$ cat config.mk
export PLATFORM = sky130hd
export DESIGN_NAME = sacc_control
export DESIGN_NICKNAME = d
export VERILOG_FILES = /design/src/rtl/sacc_pkg.sv /design/src/rtl/sacc_control.sv /design/src/rtl/sacc_sar_engine.sv
export VERILOG_INCLUDE_DIRS = /design/src /design/src/rtl
export SDC_FILE = /design/constraint.sdc
export NUM_CORES = 1
export LEC_CHECK = 0
export CAP_MARGIN = 20
export CORE_MARGIN = 8
export CORE_UTILIZATION = 45
export CTS_BUF_LIST = sky130_fd_sc_hd__clkbuf_8
export DETAILED_ROUTE_END_ITERATION = 16
export DONT_BUFFER_PORTS = 1
export MAX_ROUTING_LAYER = met4
export SLEW_MARGIN = 20
export SYNTH_ARGS = -nofsm -noshare
export SYNTH_HDL_FRONTEND = slang
export SYNTH_SLANG_ARGS = --single-unit
$ cat constraint.sdc
create_clock -name CLOCK -period 1.83 [get_ports CLOCK]
set_input_delay 0 -clock CLOCK [delete_from_list [all_inputs] [get_ports CLOCK]]
set_output_delay 0 -clock CLOCK [all_outputs]
set_load 0.1 [all_outputs]
$ cat src/rtl/sacc_defs.svh
// register offsets, field positions, reset values and timing counts of the converter control
`ifndef SACC_DEFS_SVH
`define SACC_DEFS_SVH
`define SACC_OFS_PRESCALE   8'h94
`define SACC_OFS_RES_LOW    8'h95
`define SACC_OFS_RES_HIGH   8'h96
`define SACC_OFS_CTRL       8'h97
`define SACC_RST_PRESCALE   8'h00
`define SACC_RST_CTRL       8'h00
`define SACC_BIT_IRQ_FLAG   7
`define SACC_BIT_IRQ_EN     6
`define SACC_BIT_PWR_EN     5
`define SACC_BIT_CHAN_HI    4
`define SACC_BIT_CHAN_LO    2
`define SACC_BIT_START      1
`define SACC_BIT_DONE       0
`define SACC_BIT_CLK_GATE   3
`define SACC_RES_BITS       10
`define SACC_CONV_NS        4000
`define SACC_CONV_MHZ       8
`define SACC_CONV_CLKS      ((`SACC_CONV_NS * `SACC_CONV_MHZ) / 1000)
`define SACC_CAL_MS         16
`endif

$ cat src/rtl/sacc_pkg.sv
// types shared by the converter control files
package sacc_pkg;
   typedef enum logic [1:0] {SACC_DIV1, SACC_DIV2, SACC_DIV4, SACC_DIVX} sacc_div_t;
   typedef enum logic [1:0] {SACC_IDLE, SACC_SETTLE, SACC_RESOLVE, SACC_FINISH} sacc_state_t;
endpackage

$ cat src/rtl/sacc_control.sv
// converter control and result registers with clock prescaler and pin routing
// Summary of operation
// RULE_01 - three channel bits route input 0 through 7 to the converter
// RULE_02 - low eight result bits in low register, top two in high bits 1:0
// RULE_03 - writing start begins a conversion; start clears itself next cycle
// RULE_04 - done status is 0 during conversion, 1 at completion, software clearable
// RULE_05 - result registers load when the conversion completes
// RULE_06 - interrupt flag sets on done rising; only software clears it
// RULE_07 - interrupt request only while flag and enable are both 1
// RULE_08 - power enable 0 keeps the converter off; 1 powers it up
// RULE_09 - software waits the calibration time after enabling before starting
// RULE_10 - prescale bit 3 gates the converter clock, off at reset
// RULE_11 - converter clock is oscillator divided by 1, 2 or 4
// RULE_12 - software keeps converter clock between 2 and 16 MHz
// RULE_13 - conversion takes about 4 us at 8 MHz, scaling with period
// RULE_14 - pin is general purpose when its function select bit is 0
// RULE_15 - pin reaches converter only when choice select bit is also 1
// RULE_16 - result resolved msb first, one bit per converter clock, held until next
// RULE_17 - start and completion pass between rates without loss or doubling
`timescale 1ns/1ps
module sacc_control
   import sacc_pkg::*;
(
   input  wire logic       CLOCK,
   input  wire logic       RESET,
   input  wire logic [7:0] SFR_ADDR,
   input  wire logic [7:0] SFR_WDATA,
   input  wire logic       SFR_WR,
   input  wire logic       SFR_RD,
   output logic [7:0]      SFR_RDATA,
   output logic            IRQ,
   input  wire logic [7:0] PORT_ALT_FUNCTION_SELECT,
   input  wire logic [7:0] PORT_ALT_CHOICE_SELECT,
   output logic [7:0]      ANALOG_PIN_CONNECT,
   output logic [2:0]      ANALOG_CHANNEL,
   output logic            CONV_POWER_ON,
   output logic            CONV_REFERENCE_CLOCK,
   output logic [9:0]      DAC_TRIAL,
   input  wire logic       COMPARATOR_ABOVE
);
`include "sacc_defs.svh"

   //---------------------------------------------------------------
   // registers
   //---------------------------------------------------------------
   logic [3:0]  prescale_ff;
   logic        irq_flag_ff;
   logic        irq_en_ff;
   logic        pwr_en_ff;
   logic [2:0]  chan_ff;
   logic        start_ff;
   logic        done_stat_ff;
   logic        done_d_ff;
   logic [9:0]  result_ff;
   logic [1:0]  div_cnt_ff;
   logic        tick_ff;
   logic        refclk_ff;
   logic        start_pend_ff;
   logic        nxt_tick;
   logic        wr_ctrl;
   logic        eng_busy;
   logic        eng_done;
   logic [9:0]  eng_trial;

   assign wr_ctrl = SFR_WR && (SFR_ADDR == `SACC_OFS_CTRL);

   // decode of the divider field, codes 3'h3 to 3'h7 treated as divide by four
   function automatic sacc_div_t div_of(input logic [2:0] code);
      unique case (code)
         3'h0:    div_of = SACC_DIV1;
         3'h1:    div_of = SACC_DIV2;
         3'h2:    div_of = SACC_DIV4;
         default: div_of = SACC_DIVX;
      endcase
   endfunction

   //---------------------------------------------------------------
   // register writes
   //---------------------------------------------------------------
   // prescale register keeps gate and divider bits only
   always_ff @(posedge CLOCK or posedge RESET)
   begin
      if (RESET)
         prescale_ff <= 4'(`SACC_RST_PRESCALE);
      else if (SFR_WR && SFR_ADDR == `SACC_OFS_PRESCALE)
         prescale_ff <= SFR_WDATA[3:0];
   end

   // control fields written by software
   always_ff @(posedge CLOCK or posedge RESET)
   begin
      if (RESET)
      begin
         irq_en_ff <= 1'b0;
         pwr_en_ff <= 1'b0;
         chan_ff   <= 3'h0;
      end
      else if (wr_ctrl)
      begin
         irq_en_ff <= SFR_WDATA[`SACC_BIT_IRQ_EN];
         pwr_en_ff <= SFR_WDATA[`SACC_BIT_PWR_EN];
         chan_ff   <= SFR_WDATA[`SACC_BIT_CHAN_HI:`SACC_BIT_CHAN_LO];
      end
   end

   // start bit reads 1 for one cycle after the write
   always_ff @(posedge CLOCK or posedge RESET)
   begin
      if (RESET)
         start_ff <= 1'b0;
      else
         start_ff <= wr_ctrl && SFR_WDATA[`SACC_BIT_START]; // RULE_03
   end

   // start request held until the engine takes it on a converter tick
   always_ff @(posedge CLOCK or posedge RESET)
   begin
      if (RESET)
         start_pend_ff <= 1'b0;
      else if (wr_ctrl && SFR_WDATA[`SACC_BIT_START] && pwr_en_ff) // RULE_08
         start_pend_ff <= 1'b1; // RULE_03
      // only an idle engine takes the request, so a start during a conversion waits its turn
      else if ((tick_ff && !eng_busy) || !pwr_en_ff)
         start_pend_ff <= 1'b0; // RULE_17
   end

   //---------------------------------------------------------------
   // converter clock divider and gate
   //---------------------------------------------------------------
   always_comb
   begin
      nxt_tick = 1'b0;
      if (prescale_ff[`SACC_BIT_CLK_GATE]) // RULE_10
         unique case (div_of(prescale_ff[2:0])) // RULE_11
            SACC_DIV1: nxt_tick = 1'b1;
            SACC_DIV2: nxt_tick = (div_cnt_ff[0] == 1'b1);
            SACC_DIV4: nxt_tick = (div_cnt_ff == 2'h3);
            SACC_DIVX: nxt_tick = (div_cnt_ff == 2'h3);
         endcase
   end

   // divider count and tick, the tick is the converter clock enable
   always_ff @(posedge CLOCK or posedge RESET)
   begin
      if (RESET)
      begin
         div_cnt_ff <= 2'h0;
         tick_ff    <= 1'b0;
         refclk_ff  <= 1'b0;
      end
      else
      begin
         div_cnt_ff <= div_cnt_ff + 2'h1;
         tick_ff    <= nxt_tick && pwr_en_ff;
         refclk_ff  <= prescale_ff[`SACC_BIT_CLK_GATE] && pwr_en_ff
                       && (prescale_ff[2:0] == 3'h0 ? !refclk_ff
                           : (prescale_ff[2:0] == 3'h1 ? div_cnt_ff[0] : div_cnt_ff[1]));
      end
   end

   //---------------------------------------------------------------
   // engine
   //---------------------------------------------------------------
   sacc_sar_engine u_engine
   (
      .clock     (CLOCK),
      .reset     (RESET || !pwr_en_ff),
      .tick      (tick_ff),
      .go        (start_pend_ff && tick_ff), // RULE_17
      .cmp_above (COMPARATOR_ABOVE),
      .trial     (eng_trial),
      .busy      (eng_busy),
      .done      (eng_done)
   );

   //---------------------------------------------------------------
   // status, result and interrupt
   //---------------------------------------------------------------
   // done status: set at completion wins over clear, dropped while busy
   always_ff @(posedge CLOCK or posedge RESET)
   begin
      if (RESET)
         done_stat_ff <= 1'b0;
      else if (eng_done)
         done_stat_ff <= 1'b1; // RULE_04
      else if (eng_busy || start_pend_ff)
         done_stat_ff <= 1'b0; // RULE_04
      else if (wr_ctrl && !SFR_WDATA[`SACC_BIT_DONE])
         done_stat_ff <= 1'b0; // RULE_04
   end

   // result capture at completion, held otherwise
   always_ff @(posedge CLOCK or posedge RESET)
   begin
      if (RESET)
         result_ff <= 10'h000;
      else if (eng_done)
         result_ff <= eng_trial; // RULE_05
   end

   // interrupt flag on rising done; set wins over software clear
   always_ff @(posedge CLOCK or posedge RESET)
   begin
      if (RESET)
      begin
         done_d_ff   <= 1'b0;
         irq_flag_ff <= 1'b0;
      end
      else
      begin
         done_d_ff <= done_stat_ff;
         if (done_stat_ff && !done_d_ff)
            irq_flag_ff <= 1'b1; // RULE_06
         else if (wr_ctrl && !SFR_WDATA[`SACC_BIT_IRQ_FLAG])
            irq_flag_ff <= 1'b0; // RULE_06
      end
   end

   assign IRQ = irq_flag_ff && irq_en_ff; // RULE_07

   //---------------------------------------------------------------
   // analog side
   //---------------------------------------------------------------
   assign ANALOG_CHANNEL       = chan_ff; // RULE_01
   assign CONV_POWER_ON        = pwr_en_ff; // RULE_08
   assign CONV_REFERENCE_CLOCK = refclk_ff; // RULE_10
   assign DAC_TRIAL            = eng_trial; // RULE_16

   // pin connects to the multiplexer when both selects are set and it is the channel
   genvar g;
   generate
      for (g = 0; g < 8; g++)
      begin : g_pin
         assign ANALOG_PIN_CONNECT[g] = PORT_ALT_FUNCTION_SELECT[g] // RULE_14
                                        && PORT_ALT_CHOICE_SELECT[g] // RULE_15
                                        && (chan_ff == 3'(g)); // RULE_01
      end
   endgenerate

   //---------------------------------------------------------------
   // read mux
   //---------------------------------------------------------------
   always_ff @(posedge CLOCK or posedge RESET)
   begin
      if (RESET)
         SFR_RDATA <= 8'h00;
      else if (SFR_RD)
         unique case (SFR_ADDR)
            `SACC_OFS_PRESCALE: SFR_RDATA <= {4'h0, prescale_ff};
            `SACC_OFS_RES_LOW:  SFR_RDATA <= result_ff[7:0]; // RULE_02
            `SACC_OFS_RES_HIGH: SFR_RDATA <= {6'h00, result_ff[9:8]}; // RULE_02
            `SACC_OFS_CTRL:     SFR_RDATA <= {irq_flag_ff, irq_en_ff, pwr_en_ff, chan_ff,
                                              start_ff, done_stat_ff};
            default:            SFR_RDATA <= 8'h00;
         endcase
   end
endmodule

$ cat src/rtl/sacc_sar_engine.sv
// successive-approximation engine running on converter clock ticks
`timescale 1ns/1ps
module sacc_sar_engine
   import sacc_pkg::*;
(
   input  wire logic       clock,
   input  wire logic       reset,
   input  wire logic       tick,
   input  wire logic       go,
   input  wire logic       cmp_above,
   output logic [9:0]      trial,
   output logic            busy,
   output logic            done
);
`include "sacc_defs.svh"

   sacc_state_t state_ff;
   logic [9:0]  sar_ff;
   logic [3:0]  bit_ff;
   logic [5:0]  wait_ff;
   logic        done_ff;

   assign trial = sar_ff;
   assign busy  = (state_ff != SACC_IDLE);
   assign done  = done_ff;

   // settle for the rest of the conversion time, then one bit per tick from msb down
   always_ff @(posedge clock or posedge reset)
   begin
      if (reset)
      begin
         state_ff <= SACC_IDLE;
         sar_ff   <= 10'h000;
         bit_ff   <= 4'h0;
         wait_ff  <= 6'h00;
         done_ff  <= 1'b0;
      end
      else
      begin
         done_ff <= 1'b0;
         unique case (state_ff)
            SACC_IDLE:
               if (go)
               begin
                  state_ff <= SACC_SETTLE;
                  wait_ff  <= 6'(`SACC_CONV_CLKS - `SACC_RES_BITS - 1); // RULE_13
                  sar_ff   <= 10'h200;
                  bit_ff   <= 4'h9;
               end
            SACC_SETTLE:
               if (tick)
               begin
                  if (wait_ff == 6'h00)
                     state_ff <= SACC_RESOLVE;
                  else
                     wait_ff <= wait_ff - 6'h01;
               end
            SACC_RESOLVE:
               if (tick)
               begin
                  // keep the trial bit unless the input sits below it, then try the next one
                  if (!cmp_above)
                     sar_ff[bit_ff] <= 1'b0; // RULE_16
                  if (bit_ff == 4'h0)
                     state_ff <= SACC_FINISH;
                  else
                  begin
                     bit_ff <= bit_ff - 4'h1;
                     sar_ff[bit_ff - 4'h1] <= 1'b1;
                  end
               end
            SACC_FINISH:
            begin
               done_ff  <= 1'b1;
               state_ff <= SACC_IDLE;
            end
         endcase
      end
   end
endmodule
Yosys cells after proc, flatten, opt, wreduce, memory -nomap -nowiden:

Index checks and enable logic that the tools add are counted.

* bits of input ports: 37
* output and inout port bits: 32
* memory bits (read-only): 0
* memory bits (writable): 0
* memories: 0
* register bits: 59
* latch bits: 0

* bitwise gates (word level): 3
* reduce and logical (&&, ||, !) cells: 57
* equal/unequal tests: 27
* shifts and indexed selects: 0
* mux-type cells: 40
* $mul: 0
* magnitude comparators: 4
* divide/modulo/power cells: 0
* $add $sub $neg: 3

Operator list (number)
* 10-bit 2-to-1 mux: 6
* 8-bit equality test (second input constant): 4
* 8-bit one-hot mux with 4 select lines: 1
* 1-bit logical AND: 31
* 10-bit one-hot mux with 2 select lines: 1
* 6-bit 2-to-1 mux: 3
* 1-bit 2-to-1 mux: 13
* 3-bit equality test (second input constant): 4
* 2-bit 2-to-1 mux: 6
* 4-bit 2-to-1 mux: 3
* 6-bit one-hot mux with 2 select lines: 1
* 10-bit bitwise AND: 1
* 2-bit equality test (second input constant): 5
* 4-bit by 5-bit < comparator with 1-bit output (second input constant): 2
* 10-bit NOT: 1
* 10-bit OR: 1
* 2-bit nonzero test: 5
* 3-bit by 2-bit equality test with 1-bit output (second input constant): 3
* 1-bit demux with 4-bit select: 2
* 4-bit by 1-bit greater-or-equal comparator with 1-bit output (second input constant): 2
* 2-bit != test (second input constant): 4
* 2-bit one-hot mux with 4 select lines: 1
* 4-bit one-hot mux with 2 select lines: 1
* 4-bit AND reduction: 2
* 18 further kinds: 31

Depth between registers and ports, before layout:

* depth in word-level cells: 13
* depth in mapped cells: 7
* mapped depth without buffers: 6

By module:

Synthesis repeated with hierarchy kept, for this count alone.

* cells, all modules: 294
* area, all modules: 3136.8 sq um

By module, submodules not included
* sacc_control: area each 1756.7 sq um, cells each 149, sequential area each 900.9 sq um, instances 1
* sacc_sar_engine: area each 1380.1 sq um, cells each 145, sequential area each 575.6 sq um, instances 1

Worst setup path before layout:

Ideal clock, no wire load.

* kind: flip-flop to output port
* start: register chan_ff[1] (netlist: ANALOG_CHANNEL[1])
* end: output ANALOG_PIN_CONNECT[0]
* data arrival time: 3.928 ns
* required time: 1.830 ns
* cell stages (with the launch flop): 3
* setup slack: -2.098 ns
* cell sequence: dfrtp_1 clkbuf_1 nor4_1

* cells in the longest elaborated chain, start to end: 2

RTL lines
* start, declared: RTL line sacc_control.sv:50 `logic [2:0] chan_ff;`
* start signal, assigned: RTL line sacc_control.sv:102 `` chan_ff <= SFR_WDATA[`SACC_BIT_CHAN_HI:`SACC_BIT_CHAN_LO]; ``
* 3-bit zero test: RTL line sacc_control.sv:236 `&& (chan_ff == 3'(g));`
* 1-bit logical AND: RTL line sacc_control.sv:236
* end, declared: RTL line sacc_control.sv:34 `output logic [7:0] ANALOG_PIN_CONNECT,`

Every way passes these cells.

Worst setup path after layout:

* start: register u_engine.state_ff[0]
* end: register u_engine.bit_ff[2]

* cells in the longest elaborated chain, start to end: 3
* elaborated cells between the ends (all ways): 8
* classes of those cells: eq/ne: 4; mux: 1; reduce/logical: 3

RTL lines
* start, declared: RTL line sacc_sar_engine.sv:17 `sacc_state_t state_ff;`
* start signal, assigned: RTL line sacc_sar_engine.sv:32 `state_ff <= SACC_IDLE;`
* start signal, assigned: RTL line sacc_sar_engine.sv:45 `state_ff <= SACC_SETTLE;`
* start signal, assigned: RTL line sacc_sar_engine.sv:54 `state_ff <= SACC_RESOLVE;`
* 2-bit equality test / 2-bit zero test (equally long branches): RTL line sacc_sar_engine.sv:41 `unique case (state_ff)`
* 2-bit != test (no source line) (tied with other cells)
* 4-bit AND reduction (no source line)
* end signal, assigned: RTL line sacc_sar_engine.sv:68 `bit_ff <= bit_ff - 4'h1;`
* end, declared: RTL line sacc_sar_engine.sv:19 `logic [3:0] bit_ff;`

Parallel ways exist; a longest one is shown, timed or not.
A chain may end at the register's enable or synchronous reset.

==> results summary <==
The data arrival time of the worst path is 1.91 ns. The most used flip-flop cell after synthesis is sky130_fd_sc_hd__dfrtp_1. The final layout net count is slightly above 400.

In this run the critical register-to-register path is captured at u_engine.bit_ff[2]. The remaining antenna violation count after routing came out at 0. The die height came out at a little under 100 um.

The sum of net half-perimeters after detailed placement came out at 5.54 mm. The layout overhead on the synthesized area came out at 32.0%. STA classifies the critical path endpoint as a flop.

The mean number of vias per cell is 5.49. The total iterations of the first detailed-routing run came out at 5. The kind of cell with the highest combined delay along the critical path is compound AO/OA/AOI/OAI gates.

In the layout the commonest cells are 56 x sky130_fd_sc_hd__dfrtp_1, 42 x sky130_fd_sc_hd__buf_4, 23 x sky130_fd_sc_hd__inv_1, 22 x sky130_fd_sc_hd__nand2_1, 20 x sky130_fd_sc_hd__dlygate4sd3_1. TritonCTS built the clock tree. The total negative slack came out at 0 ns. The worst setup skew after layout came out at a little under 0.009 ns.

The clock passes through at most 2 buffers. The wire length of the first global-routing pass came out at 12.8 mm. The flop and latch count out of synthesis came out at 59. The worst register-to-register path begins at u_engine.state_ff[0]. The measured slew at the worst slew-check pin is 0.464 ns.

The clock latency of the later-clocked register in the worst-skew pair is 0.34 ns. The critical path contains buffers and inverters numbering 2 combined. The final-report hold violation count came to 0. Counting tap cells, the placed design contains a total of 409 instances.

The startpoint-to-endpoint class of the critical path is flop to flop. 69 I/O pins were placed. The ratio of total power to cell area came out at 685 nW/um^2.

The count of final max-slew check failures came out at 0. Among all stages on the critical path, the largest delay is contributed by sky130_fd_sc_hd__o41ai_1. Counting instances, the worst hold path has a depth of 2.

The shortest period the worst path allows is 1.73 ns. The average cell area after synthesis came out at 10.5 sq um. The worst hold path terminates at prescale_ff[0]. The number of different library cells used by synthesis comes to 48. The end-of-flow core utilization is 60.4%. The final routed wire length divided by cell count is 17.3 um. The worst-case vdd ir drop came out at about 0.51 mV. Traced cell by cell, the critical path runs through inv_1 -> ha_1 -> nor2b_1 -> buf_4 -> o41ai_1. CTS placed an instance of sky130_fd_sc_hd__clkbuf_8 at the clock tree root. The critical path data required time came out at 2.01 ns. The cell count after synthesis came out at just under 300. The proportion of synthesized flip-flops having asynchronous set or reset is 100%.

After the flow finishes, the layout carries non-filler instances totaling 445. The startpoint identified for the worst hold timing path is SFR_WR. The initial DRC count is 59. The number of nets in the synthesized netlist is 341. Along the worst path, the maximum fanout reaches 6.

The run finished with clean final reports. The global-route congestion overflow total came out at 0. The antenna diode count is 0.

The share of the clock period used by the worst path is 94.4%. The number of clock buffers inserted by TritonCTS came out at 9. The residual DRC count came out at 0. The final wirelength is 7.72 mm. The post-synthesis cell area came out at 3060 sq um.

The startpoint kind of the worst setup timing path is a flop. The initial utilization of the core area, before any placement, comes to 45.8%. The path depth of the worst reg2reg path came out at 5. The die outline area came out at 9690 sq um. Setup repair after global routing left no endpoint under its margin.

The total of endpoints with negative setup slack in the final report came out at 0. The via count of the first global-routing pass is 2514. The fraction of the yosys area taken by sequential cells came out at 48.3%.

Summed over all cells, the static leakage comes to 0.00184 uW. At the end of routability-driven placement, the weighted congestion stood at 0.865. The final total power came out at 2760 uW. The number of max-cap violations is 0. The initial antenna violation count came to 0. Clock-pin slew was measured on the worst setup and hold paths at 0.07 ns. The total core area is around 6700 sq um. The Yosys warning count came out at 0. The library cell used most frequently in the layout, excluding fill and tap cells, is sky130_fd_sc_hd__dfrtp_1. The number of synthesized flops with an enable pin came out at 0. The overall via count from detail_route is roughly 2.4k. The deepest level of the CTS H-tree is 3. The worst min-delay path class is primary input to flop. From left edge to right edge, the die measures 98.4 um.

The filler cell count is 570. The worst max-slew margin expressed relative to the limit came out at about two thirds. The register-to-register setup slack is 0.10 ns. The total routing resource utilization after global routing is 16.9%. The clock sink count came out at 59. The maximum number of pins on one net before global-route repair is 37.

The share of final-layout standard cells stronger than drive strength 1 is 28.8%. Input and output buffers added on the ports amount to 0. The largest stage delay on the critical path came out at 0.49 ns. Row generation in the floorplan step produced 30 rows. Derived from the worst setup path, the maximum achievable clock frequency is slightly below 600 MHz.
==> cells in the mapped netlist, drive strengths merged (3+ instances only) <==
library cell / number / area, sq um
nor3b: 3 / 33.8
o22ai: 7 / 43.8
a21boi: 6 / 45.0
o21ai: 27 / 135
buf: 6 / 37.5
nor2: 13 / 48.8
mux2i: 7 / 70.1
nand2b: 4 / 25.0
mux2: 22 / 267
a211oi: 3 / 22.5
a21o: 3 / 22.5
o21a: 4 / 30.0
clkbuf: 5 / 18.8
nor3: 11 / 65.1
nand3: 14 / 70.1
a21oi: 7 / 35.0
ha: 12 / 150
dfrtp: 59 / 1480
nand2: 23 / 86.3
a22o: 3 / 26.3
inv: 23 / 86.3
nor2b: 5 / 31.3
and2: 3 / 18.8
==> per-layer routing <==
layer	wire (um)	GRT usage (%)	up-vias	share of wire [%]
li1	-	-	1171	-
met1	3560	20.1	1189	46
met2	3580	26.0	75	46
met3	486	6.20	9	6.3
met4	95	5.67	0	1.2
met5	0	-	-	0
==> area by class of cell <==
| type | count | area (sq um) | area share, % |
|---|---|---|---|
| timing repair buffer | 68 | 636 | 15.8 |
| tap | 80 | 100 | 2.48 |
| clock buffer | 11 | 151 | 3.75 |
| clock inverter | 5 | 52.6 | 1.30 |
| inverter | 23 | 86.3 | 2.14 |
| multi-input combinational | 199 | 1530 | 37.8 |
| sequential | 59 | 1480 | 36.7 |
==> cells by family after synthesis <==
logic type      synth area share [%]
flops                           48.3
compound gates                  14.6
fa+ha+maj                       4.91
buf+inv                         4.66
xor+xnor                       0.859
mux                             12.5
simple gates                    14.2
==> registers in the layout, summed over array words and instances (netlist names), 2 cells and up <==
signal and flops:
ANALOG_CHANNEL 3, SFR_RDATA 8, div_cnt_ff 2, prescale_ff 4, result_ff 10, u_engine.bit_ff 4
u_engine.state_ff 2, u_engine.trial 10, u_engine.wait_ff 6
==> through the flow <==
| stage | instance area, sq um | hold slack [ns] | setup slack (ns) |
|---|---|---|---|
| global placement | 3610 | 0.0154 | 0.115 |
| finish | 4040 | 0.0315 | 0.102 |
| CTS | 4020 | 0.0155 | 0.0200 |
| detailed placement | 3610 | 0.0164 | 0.0429 |
| floorplan | 3140 | 0.136 | -0.0526 |
| global route | 4040 | 0.0498 | 0.0134 |
==> report_power, final <==
| part | internal, uW | switching [uW] | total, uW | leakage [uW] |
|---|---|---|---|---|
| Sequential | 1320 | 22.2 | 1340 | 0.000773 |
| Clock | 696 | 530 | 1230 | 0.000110 |
| Combinational | 72.9 | 125 | 197 | 0.000954 |
| Total | 2090 | 677 | 2760 | 0.00184 |
==> repair_timing <==
action / 4_1_cts / 5_1_grt
resized for setup: 0 / 6
endpoints found under the hold margin: 82 / 0
endpoints found under the setup margin: 0 / 10
hold buffers: 20 / 0
buffers inserted: 0 / 0
==> worst reg2reg max path: cells and delay by family (launching register included) <==
| family | cells | cell delay (ns) |
|---|---|---|
| and+or+nand+nor | 1 | 0.19 |
| DFF | 1 | 0.40 |
| buffers and inverters | 2 | 0.25 |
| adders and majority gates | 1 | 0.25 |
| AOI/OAI and AO/OA | 1 | 0.49 |
==> worst max path at each step <==
stage,start,endpoint,slack [ns],cells past startpoint
3_5_place_dp,u_engine.wait_ff[0],u_engine.state_ff[1],0.04,6
2_1_floorplan,ANALOG_CHANNEL[1],ANALOG_PIN_CONNECT[0],-0.05,2
6_report,u_engine.state_ff[0],u_engine.bit_ff[2],0.10,5
3_3_place_gp,u_engine.wait_ff[0],u_engine.state_ff[1],0.11,6
5_1_grt,u_engine.state_ff[0],u_engine.wait_ff[1],0.01,6
4_1_cts,u_engine.wait_ff[0],u_engine.state_ff[1],0.02,6
(Power assumes the default switching activity.)
